<file path="src/logic/dtp_pkg.sv">
// Operation
// - Split mode: two independent 8-bit interval timers
// - Split clocks: low ext/T1/T4/T16, high match/T1/T16/T256
// - Mode 01 cascades into one 16-bit timer
// - Cascade: high counts low overflow, ignores select
// - Cascade: low match asserts without clearing counter
// - Cascade: both match clears both, irq, toggle
// - Pulse mode: toggle on low or high compare
// - Pulse mode: buffer loads on high compare match
// - Pulse polarity set by initial flip-flop state
// - PWM uses low channel; high stays usable
// - PWM toggles at compare and 2^n-1, clears there
// - PWM mode: buffer loads at 2^n-1 overflow
// - Toggle on selected match drives output pin
// - Second pair run read bits 4..6 undefined
// - Interval match clears counter, irq, optional toggle
// - Control 01 clears, 10 sets, 00 inverts flip-flop
// - Compare 00H matches on counter overflow
package dtp_pkg;
	typedef enum logic [1:0] {
		DTP_MODE_SPLIT,
		DTP_MODE_CASCADE,
		DTP_MODE_PULSE,
		DTP_MODE_PWM
	} dtp_mode_e;

	localparam logic [1:0] DTP_FF_INVERT = 2'h0;
	localparam logic [1:0] DTP_FF_CLEAR  = 2'h1;
	localparam logic [1:0] DTP_FF_SET    = 2'h2;
	localparam logic [7:0] DTP_CNT_RESET = 8'h00;
	localparam logic [7:0] DTP_MAX_8     = 8'hFF;
	localparam logic [7:0] DTP_MAX_7     = 8'h7F;
	localparam logic [7:0] DTP_MAX_6     = 8'h3F;
	localparam int         DTP_PRE_W     = 9;
	localparam int         DTP_SYNC_N    = 3;

	typedef struct packed {
		logic       low_run;
		logic       high_run;
		logic       prescaler_run;
		logic       dbuf_en;
		dtp_mode_e  mode;
		logic [1:0] pwm_period_select;
		logic [1:0] low_clock_select;
		logic [1:0] high_clock_select;
		logic       invert_enable;
		logic       invert_source_high;
	} dtp_cfg_s;
endpackage : dtp_pkg

</file>
<file path="src/logic/dtp_channel.sv">
`timescale 1ns/1ps
// One 8-bit up-counter with comparator
module dtp_channel
	import dtp_pkg::*;
(
	input  wire logic       clk_sys,
	input  wire logic       rst,
	input  wire logic       run,
	input  wire logic       tick,
	input  wire logic       clear,
	input  wire logic [7:0] compare,
	output logic      [7:0] count_q,
	output logic            match,
	output logic            wrap
);
	assign wrap  = run && tick && (count_q == DTP_MAX_8);
	// 00H compare fires on overflow instead of equality with zero
	assign match = run && tick && ((compare == DTP_CNT_RESET) ? wrap :
	               (count_q + 8'h01 == compare));

	always_ff @(posedge clk_sys) begin
		if (rst || !run) begin
			count_q <= DTP_CNT_RESET;
		end else if (clear) begin
			count_q <= DTP_CNT_RESET;
		end else if (tick) begin
			count_q <= count_q + 8'h01;
		end
	end
endmodule : dtp_channel

</file>
<file path="src/logic/dtp_timer_pair.sv">
`timescale 1ns/1ps
// Pair of 8-bit timers sharing a prescaler and one output flip-flop
module dtp_timer_pair
	import dtp_pkg::*;
(
	input  wire logic       clk_sys,
	input  wire logic       rst,
	input  wire dtp_cfg_s   cfg,
	input  wire logic [7:0] low_compare_wdata,
	input  wire logic       low_compare_we,
	input  wire logic [7:0] high_compare_wdata,
	input  wire logic       high_compare_we,
	input  wire logic [1:0] ff_control,
	input  wire logic       ff_control_we,
	input  wire logic       external_count_pin,
	output logic            timer_output_pin,
	output logic            low_match_irq,
	output logic            high_match_irq,
	output logic [7:0]      low_count,
	output logic [7:0]      high_count,
	output logic [7:0]      pair_run_rdata
);
	logic [DTP_SYNC_N-1:0] ext_sync_q;
	logic                  ext_level_q;
	logic                  ext_tick;
	logic [DTP_PRE_W-1:0]  pre_q;
	logic [DTP_PRE_W-1:0]  pre_prev_q;
	logic                  t1;
	logic                  t4;
	logic                  t16;
	logic                  t256;
	logic [7:0]            low_cmp_q;
	logic [7:0]            low_buf_q;
	logic [7:0]            high_cmp_q;
	logic                  ff_q;
	logic                  low_tick;
	logic                  high_tick;
	logic                  low_clear;
	logic                  high_clear;
	logic                  low_match;
	logic                  high_match;
	logic                  low_wrap;
	logic                  low_raw;
	logic [7:0]            pwm_top;
	logic                  pwm_ovf;
	logic                  both_match;
	logic                  toggle;
	logic                  reload;

	// Middle and last stage agree before an edge counts; first stage feeds only the second
	always_ff @(posedge clk_sys) begin
		if (rst) begin
			ext_sync_q  <= '0;
			ext_level_q <= 1'b0;
		end else begin
			ext_sync_q <= {ext_sync_q[DTP_SYNC_N-2:0], external_count_pin};
			if (ext_sync_q[1] == ext_sync_q[2]) begin
				ext_level_q <= ext_sync_q[2];
			end
		end
	end
	assign ext_tick = (ext_sync_q[1] == ext_sync_q[2]) && ext_sync_q[2] && !ext_level_q;

	always_ff @(posedge clk_sys) begin
		if (rst || !cfg.prescaler_run) begin
			pre_q      <= '0;
			pre_prev_q <= '0;
		end else begin
			pre_q      <= pre_q + 9'h001;
			pre_prev_q <= pre_q;
		end
	end
	// Taps fire on the falling edge of the prescaler bits: one pulse per period
	assign t1   = cfg.prescaler_run && pre_prev_q[0] && !pre_q[0];
	assign t4   = cfg.prescaler_run && pre_prev_q[2] && !pre_q[2];
	assign t16  = cfg.prescaler_run && pre_prev_q[4] && !pre_q[4];
	assign t256 = cfg.prescaler_run && pre_prev_q[DTP_PRE_W-1] && !pre_q[DTP_PRE_W-1];

	always_comb begin
		case (cfg.low_clock_select)
			2'h0:    low_tick = ext_tick;
			2'h1:    low_tick = t1;
			2'h2:    low_tick = t4;
			default: low_tick = t16;
		endcase
	end

	always_comb begin
		if (cfg.mode == DTP_MODE_CASCADE) begin
			high_tick = low_wrap;
		end else begin
			case (cfg.high_clock_select)
				2'h0:    high_tick = low_match;
				2'h1:    high_tick = t1;
				2'h2:    high_tick = t16;
				default: high_tick = t256;
			endcase
		end
	end

	always_comb begin
		case (cfg.pwm_period_select)
			2'h1:    pwm_top = DTP_MAX_6;
			2'h2:    pwm_top = DTP_MAX_7;
			default: pwm_top = DTP_MAX_8;
		endcase
	end

	// In pulse mode the low counter is compared against the high compare too
	assign pwm_ovf    = cfg.low_run && low_tick && (low_count == pwm_top - 8'h01);
	// High half must already stand at its compare unless the low half wraps
	assign both_match = low_match && ((low_cmp_q == DTP_CNT_RESET) ? high_match :
	                    (high_count == high_cmp_q));
	assign low_raw    = cfg.low_run && low_tick &&
	                    (low_count + 8'h01 == high_cmp_q);

	always_comb begin
		case (cfg.mode)
			DTP_MODE_SPLIT: begin
				low_clear  = low_match;
				high_clear = high_match;
			end
			DTP_MODE_CASCADE: begin
				low_clear  = both_match;
				high_clear = both_match;
			end
			DTP_MODE_PULSE: begin
				low_clear  = low_raw;
				high_clear = high_match;
			end
			default: begin
				low_clear  = pwm_ovf;
				high_clear = high_match;
			end
		endcase
	end

	dtp_channel u_low (
		.clk_sys (clk_sys),
		.rst     (rst),
		.run     (cfg.low_run),
		.tick    (low_tick),
		.clear   (low_clear),
		.compare (low_cmp_q),
		.count_q (low_count),
		.match   (low_match),
		.wrap    (low_wrap)
	);

	dtp_channel u_high (
		.clk_sys (clk_sys),
		.rst     (rst),
		.run     (cfg.high_run),
		.tick    (high_tick),
		.clear   (high_clear),
		.compare (high_cmp_q),
		.count_q (high_count),
		.match   (high_match),
		.wrap    ()
	);

	always_comb begin
		case (cfg.mode)
			DTP_MODE_SPLIT:   toggle = cfg.invert_enable &&
			                  (cfg.invert_source_high ? high_match : low_match);
			DTP_MODE_CASCADE: toggle = cfg.invert_enable && both_match;
			DTP_MODE_PULSE:   toggle = cfg.invert_enable && (low_match || low_raw);
			default:          toggle = cfg.invert_enable && (low_match || pwm_ovf);
		endcase
	end

	assign reload = cfg.dbuf_en && (((cfg.mode == DTP_MODE_PULSE) && low_raw) ||
	                ((cfg.mode == DTP_MODE_PWM) && pwm_ovf));

	// With the buffer off a write lands in both; with it on only the buffer
	always_ff @(posedge clk_sys) begin
		if (rst) begin
			low_cmp_q <= DTP_CNT_RESET;
			low_buf_q <= DTP_CNT_RESET;
		end else begin
			if (low_compare_we) begin
				low_buf_q <= low_compare_wdata;
			end
			if (low_compare_we && !cfg.dbuf_en) begin
				low_cmp_q <= low_compare_wdata;
			end else if (reload) begin
				low_cmp_q <= low_buf_q;
			end
		end
	end

	always_ff @(posedge clk_sys) begin
		if (rst) begin
			high_cmp_q <= DTP_CNT_RESET;
		end else if (high_compare_we) begin
			high_cmp_q <= high_compare_wdata;
		end
	end

	// Software write wins over a same-cycle hardware toggle; initial state sets polarity
	always_ff @(posedge clk_sys) begin
		if (rst) begin
			ff_q <= 1'b0;
		end else if (ff_control_we) begin
			case (ff_control)
				DTP_FF_CLEAR:  ff_q <= 1'b0;
				DTP_FF_SET:    ff_q <= 1'b1;
				DTP_FF_INVERT: ff_q <= !ff_q;
				default:       ff_q <= ff_q;
			endcase
		end else if (toggle) begin
			ff_q <= !ff_q;
		end
	end

	always_ff @(posedge clk_sys) begin
		if (rst) begin
			timer_output_pin <= 1'b0;
			low_match_irq    <= 1'b0;
			high_match_irq   <= 1'b0;
			pair_run_rdata   <= 8'h00;
		end else begin
			timer_output_pin <= ff_q;
			low_match_irq    <= low_match && (cfg.mode != DTP_MODE_PULSE);
			high_match_irq   <= (cfg.mode == DTP_MODE_CASCADE) ? both_match :
			                    (cfg.mode == DTP_MODE_PULSE) ? 1'b0 : high_match;
			// Bits 4..6 carry no state; zero is one legal undefined value
			pair_run_rdata   <= {cfg.dbuf_en, 3'h0, 1'b0, cfg.prescaler_run,
			                     cfg.high_run, cfg.low_run};
		end
	end
endmodule : dtp_timer_pair

</file>
<file path="config.mk">
export PLATFORM = sky130hd
export DESIGN_NAME = dtp_timer_pair
export DESIGN_NICKNAME = d
export VERILOG_FILES = /design/src/logic/dtp_pkg.sv /design/src/logic/dtp_channel.sv /design/src/logic/dtp_timer_pair.sv
export SDC_FILE = /design/constraint.sdc
export NUM_CORES = 1
export LEC_CHECK = 0
export BUFFER_PORTS_ARGS = -buffer_cell sky130_fd_sc_hd__buf_2
export CAP_MARGIN = 0
export CORE_UTILIZATION = 47
export CTS_CLUSTER_SIZE = 10
export DETAILED_ROUTE_END_ITERATION = 6
export PLACE_DENSITY_LB_ADDON = 0.25
export SLEW_MARGIN = 20
export SYNTH_ARGS = -nofsm -noshare
export SYNTH_HDL_FRONTEND = slang
export SYNTH_SLANG_ARGS = --single-unit
</file>
<file path="constraint.sdc">
create_clock -name clk_sys -period 3.3 [get_ports clk_sys]
set_clock_uncertainty 0.1 [all_clocks]
set_input_delay 0.165 -clock clk_sys [delete_from_list [all_inputs] [get_ports clk_sys]]
set_output_delay 0.165 -clock clk_sys [all_outputs]
set_load 0.02 [all_outputs]
</file>
# Word-level counts from Yosys, hierarchy flattened
# Index checks and enable logic that the tools add are counted.
[word_totals]
latch_bits = 0
register_bits = 74
out_inout_bits = 27
ram_bits = 0
rom_bits = 0
memories = 0
wordCells = 113
in_bits = 38
[op_classes]
n_lt_le_gt_ge = 0
n_shift = 0
mux = 18
reduce_logical = 55
multipliers = 0
n_div = 0
bitwise_logic = 0
addsub = 4
n_eq_ne = 21
[op_table]
columns = ["op", "n"]
rows = [
  ["equality test 8 bit", 5],
  ["logical AND 1 bit", 28],
  ["adder 8 x 1 -> 8 bit, second input constant", 2],
  ["equality test 8 bit, second input constant", 2],
  ["logical NOT 8 bit", 2],
  ["2-to-1 mux 8 bit", 2],
  ["one-hot mux 8 bit (2 select lines)", 1],
  ["one-hot mux 1 bit (3 select lines)", 5],
  ["equality test 2 bit, second input constant", 6],
  ["equality test 2 x 1 -> 1 bit, second input constant", 5],
  ["logical NOT 1 bit", 10],
  ["2-to-1 mux 1 bit", 10],
  ["adder 9 x 1 -> 9 bit, second input constant", 1],
  ["logical NOT 2 bit", 4],
  ["subtractor 8 x 1 -> 8 bit, second input constant", 1],
  ["logical OR 1 bit", 6],
  ["inequality test 4 x 1 -> 1 bit, second input constant", 1],
  ["nonzero test 2 bit", 2],
  ["OR reduction 2 bit", 2],
  ["inequality test 2 bit, second input constant", 1],
  ["AND reduction 2 bit", 1],
  ["equality test 1 bit", 1],
]

# Depth between registers and ports, before layout
[logic_depth]
depth_word = 20
depth_mapped = 12
ltp_nobuf = 11

# Cells and area by module
# From an unflattened synthesis, not the netlist that was laid out.
[hier_totals]
hier_cells = 435
area_unflattened_um2 = 3726.1
[by_module_without_submodules]
columns = ["mod", "instances", "cells_per_inst", "area_per_inst_um2"]
rows = [
  ["dtp_timer_pair", 1, 295, 2627.5],
  ["dtp_channel", 2, 70, 549.3],
]

# Worst setup path after synthesis
# OpenSTA, ideal clock, no wires.
[synth_path]
path_kind = "register to register"
from = "register u_low.count_q[1]"
to = "register ff_q"
path_stages_with_launch = 12
synth_period_minus_slack_ns = 3.016
setup_time_ns = 0.121
path_slack_ns = 0.284
t_arrival_ns = 2.795
cell_sequence = "dfxtp_1 > ha_1 > buf_2 > nand3_1 > or3_1 > a32oi_1 > nor3_1 > a31oi_1 > nor2_1 > and2_1 > o2111ai_2 > mux2_4"
[synth_between]
elab_chain_cells = 16
word_cells_on_any_way = 28
cone_classes = "add/sub: 1; eq/ne: 4; mux: 7; reduce/logical: 16"
[synth_lines]
columns = ["element", "line_no", "text"]
rows = [
  ["start, declared", "dtp_channel.sv:12", "output logic [7:0] count_q,"],
  ["start signal, assigned", "dtp_channel.sv:27", "count_q <= count_q + 8'h01;"],
  ["adder 8 x 1 -> 8 bit / equality test 8 bit (equally long branches)", "dtp_channel.sv:19, dtp_timer_pair.sv:115, dtp_channel.sv:16", ""],
  ["equality test 8 bit / logical AND 1 bit (equally long branches)", "dtp_channel.sv:19, dtp_channel.sv:16", ""],
  ["2-to-1 mux 1 bit", "dtp_channel.sv:18", "assign match = run && tick && ((compare == DTP_CNT_RESET) ? wrap :"],
  ["logical AND 1 bit", "dtp_channel.sv:18", ""],
  ["one-hot mux 1 bit (3 select lines)", "dtp_timer_pair.sv:92", "case (cfg.high_clock_select)"],
  ["2-to-1 mux 1 bit", "dtp_timer_pair.sv:89", "if (cfg.mode == DTP_MODE_CASCADE) begin"],
  ["logical AND 1 bit", "dtp_channel.sv:16, dtp_channel.sv:18", ""],
  ["logical AND 1 bit", "dtp_channel.sv:16", "assign wrap = run && tick && (count_q == DTP_MAX_8);"],
  ["2-to-1 mux 1 bit", "dtp_channel.sv:18", ""],
  ["logical AND 1 bit", "dtp_channel.sv:18", ""],
  ["2-to-1 mux 1 bit", "dtp_timer_pair.sv:112", "assign both_match = low_match && ((low_cmp_q == DTP_CNT_RESET) ? high_match :"],
  ["logical AND 1 bit", "dtp_timer_pair.sv:112", ""],
  ["logical AND 1 bit", "dtp_timer_pair.sv:166", "DTP_MODE_CASCADE: toggle = cfg.invert_enable && both_match;"],
  ["one-hot mux 1 bit (3 select lines) *", "dtp_timer_pair.sv:163", "case (cfg.mode)"],
  ["nonzero test 2 bit (no line) *", "-", ""],
  ["AND reduction 2 bit (no line) *", "-", ""],
  ["end signal, assigned", "dtp_timer_pair.sv:208", "DTP_FF_INVERT: ff_q <= !ff_q;"],
  ["end signal, assigned", "dtp_timer_pair.sv:209", "default: ff_q <= ff_q;"],
  ["end signal, assigned", "dtp_timer_pair.sv:212", "ff_q <= !ff_q;"],
  ["end, declared", "dtp_timer_pair.sv:35", "logic ff_q;"],
]
# Every way passes the cells marked *; elsewhere a longest branch is shown, timed or not.
# A chain may end at the register's enable or synchronous reset.

# Worst setup path after layout
[layout_path]
from = "register u_low.count_q[0]"
to = "register ff_q"
# Same word-level chain as after synthesis.

==> summary.md <==
| Metric | Value |
|---|---|
| CTS tree | built |
| Most common cell after layout, fill and taps aside | nor2_1 |
| Gr usage total | 22.81% |
| P_sw | 448.2 µW |
| Max Cap Violations | 0 |
| TritonRoute pass-1 iters | 4 |
| GPL Wtd Cong | 0.8753 |
| Number of synthesized flops with an enable pin | 0 |
| Die X-Extent | 92.43 µm |
| Logic pwr share | 12.2% |
| PortBufs | 60 |
| Compound-Gate Fraction of Synth Area | 10.25% |
| Largest net degree at the start of global routing | 38 |
| Reg power frac | 48.0% |
| Final Max Slew Viols | 0 |
| Setup-failing EPs final | 0 |
| Sequential fraction of the synthesis area | 33.85% |
| Grt ovf | 0 |
| Die H | 92.43 µm |
| Largest family of logic cells by synthesized area | simple AND/OR/NAND/NOR gates |
| Asr flop ratio synth | 0% |
| Die Footprint | 0.008543 mm² |
| Critical Path RT | approximately 3400 ps |
| Num rows | 32 |
| Final Power | 1.729 mW |
| Adder-cell share of the synthesized area | 2.604% |
| Fin nets | 573 |
| Yosys warns | 0 |
| Clk Latency, worst-skew pair | 350 ps |
| CP Launch Point | u_low.count_q[0] |
| Commonest cells after routing, fill and taps aside | 69 x nor2_1, 65 x dfxtp_1, 60 x buf_2 |
| Drt via density | ~5.4 |
| Largest cells by area after synthesis | dfxtp_1 34%, xnor2_1 7.7%, nor2_1 6.7% |
| Internal power | ~1.3 mW |
| Switch share | 25.93% |
| Design area | roughly 0.0046 mm² |
| DR iter-0 viols | 157 |
| Core footprint | 0.007807 mm² |
| Cells after Synth | between 400 and 500 |
| Io pins | 65 |
| CTS buffer count | 9 |
| Utilization after layout | 59.04% |
| Reg clk slew, reported paths | 70 ps |
| F_max | 324.6 MHz |
| H-tree Lvls | 3 |
| Clk pwr share | between 30% and 40% |
| Pwr dens | between 300 and 400 mW/mm² |
| DR DRC count | 0 |
| Crit-path cells | buf_4 -> inv_1 -> ha_1 -> xnor2_1 -> nor2_1 -> o211ai_1 -> nor4_2 -> a31oi_2 -> o31ai_2 -> and2_1 -> o2111ai_2 -> mux2_4 |
| Hold_ws | ~49 ps |
| Min Tclk post-route | 3080 ps |
| # diodes | 0 |
| Pleak | 1.935 nW |
| Crit path kind | reg2reg |
| RSZ-0062 raised after global routing | no |
| CP Capture Type | flop |
| Status | completed |
| Netlist cell types | 59 |
| Endpoints failing hold | 0 |
| Xor and xnor fraction of the mapped netlist area | 12.04% |
| Starting Density | 49.23% |
| Wire length after detailed routing | 9015 µm |
| Post-CTS Setup Bufs | 0 |
| Detailed placement HPWL | 6521 µm |
| Hold_sp | cfg[12] |
| R2r startpoint | u_low.count_q[0] |
| Wire per inst | 14.22 µm |
| Startpoint types | flop |
| Placed cell area | 0.004200 mm² |
| Top-area cell type share of the netlist area | 33.85% |
| Simple-gate area share of the yosys netlist | 27.41% |
| Via Count | 3438 |
| Reg2reg setup slack | ~220 ps |
| Synth area leader | dfxtp_1 |
| Synth-to-layout area growth | 19.92% |
| CP peak stage delay | 390 ps |
| Clock Tree Buf Depth | 2 |
| Slew headroom | approximately two fifths |
| Ratio of final minimum period to clock period | 93.35% |
| Mux share of post-synthesis cell area | 8.952% |
| VDD IR max | 0.3100 mV |
| Share of layout cells above drive strength 1 | 20.11% |
| Critical Path AT | around 3200 ps |
| CP Max Fanout | 8 |
| First-pass GRT wire length | between 15000 and 20000 µm |
| Cell Area, Synth | between 0.003 and 0.004 mm² |
| Root Buffer | clkbuf_8 |
| Fill count | 735 |
| Slowest-stage cell, CP | ha_1 |
| Clk sinks | between 60 and 70 |
| Hold Path Class | in2reg |
| Initial antenna violation count | 0 |
| Worst-Margin Slew | 877.7 ps |
| Antenna Nets Post-Route | 0 |
| Ys flop type | dfxtp_1 |
| Synth Register Bits | 65 |
| Vias in the first global route | about 3300 |
| Syn avg cell area | 8.429 µm² |
| TNS Setup | 0 ps |
-- kinds of logic after synthesis --
group | Yosys count
fa+ha+maj | 8
buf+inv | 40
compound gates | 56
flops | 65
simple gates | 201
other cells | 1
xor+xnor | 52
mux | 33
-- what timing repair did --
action / 4_1_cts / 5_1_grt
hold endpoints to repair: 18 / 0
hold buffers: 18 / 0
endpoints found under the setup margin: 0 / 17
resized for setup: 0 / 5
-- synthesized netlist by cell type (4+ instances only) --
cell type and count:
a211oi_1 4, a21oi_1 13, a31oi_1 4, and2_1 6, and3_1 8, buf_2 10
buf_4 5, clkbuf_1 9, dfxtp_1 65, ha_1 8, inv_1 11, mux2_2 7
mux2i_1 25, nand2_1 22, nand2b_1 10, nand3_1 18, nand3b_1 6, nand4_1 7
nor2_1 69, nor2b_1 15, nor3_1 8, nor4_1 5, o21ai_0 10, or3_1 7
xnor2_1 34, xor2_1 17
-- worst max-delay path: cells and delay by family (launching register included) --
| family | cells | cell delay (ps) |
|---|---|---|
| adder cells (fa/ha/maj) | 1 | 390 |
| flip-flops | 1 | 340 |
| buffers and inverters | 2 | 250 |
| AO/OA/AOI/OAI | 4 | 770 |
| multiplexers | 1 | 310 |
| AND/OR/NAND/NOR | 3 | 660 |
| XOR/XNOR | 1 | 160 |
-- cell type report --
type	instances	area, µm²	area share (%)
clock buffer	10	137.6	2.986
clock inverter	6	67.56	1.466
inverter	11	41.29	0.8958
multi-input combinational	354	2394	51.93
sequential	65	1301	28.23
tap	102	127.6	2.769
timing repair buffer	86	540.5	11.73
-- power by group through the flow --
stage / combinational [mW] / clock (mW) / sequential (mW)
3_3_place_gp: 0.189 / 0 / 0.847
6_report: 0.212 / 0.686 / 0.830
2_1_floorplan: 0.139 / 0 / 0.844
5_1_grt: 0.235 / 0.749 / 0.834
4_1_cts: 0.209 / 0.712 / 0.830
3_5_place_dp: 0.192 / 0 / 0.849
-- registers in the layout, summed over array words and instances, names as in the netlist, 3 cells and up --
register / flops
ext_sync_q: 3
low_buf_q: 8
low_cmp_q: 8
pre_q: 9
pre_prev_q: 4
u_low.count_q: 8
high_cmp_q: 8
u_high.count_q: 8
pair_run_rdata: 4
-- through the flow --
stage	setup WS, ps	cells
floorplan	283.9	459
global placement	266.7	600
detailed placement	205.7	600
CTS	174.4	634
global route	38.77	634
finish	219.6	634
-- routing by layer --
metal / global-route usage (%) / wire, µm
met1: 28.17 / 4128
met2: 39.20 / 4329
met3: 4.762 / 410
met4: 7.682 / 146
met5: 0 / 0
-- final timing paths --
kind                       end  cells after the start
max                       ff_q                     12
min          pair_run_rdata[1]                      2
max reg2reg               ff_q                     12
min reg2reg      ext_sync_q[1]                      1
(Power assumes the default switching activity.)
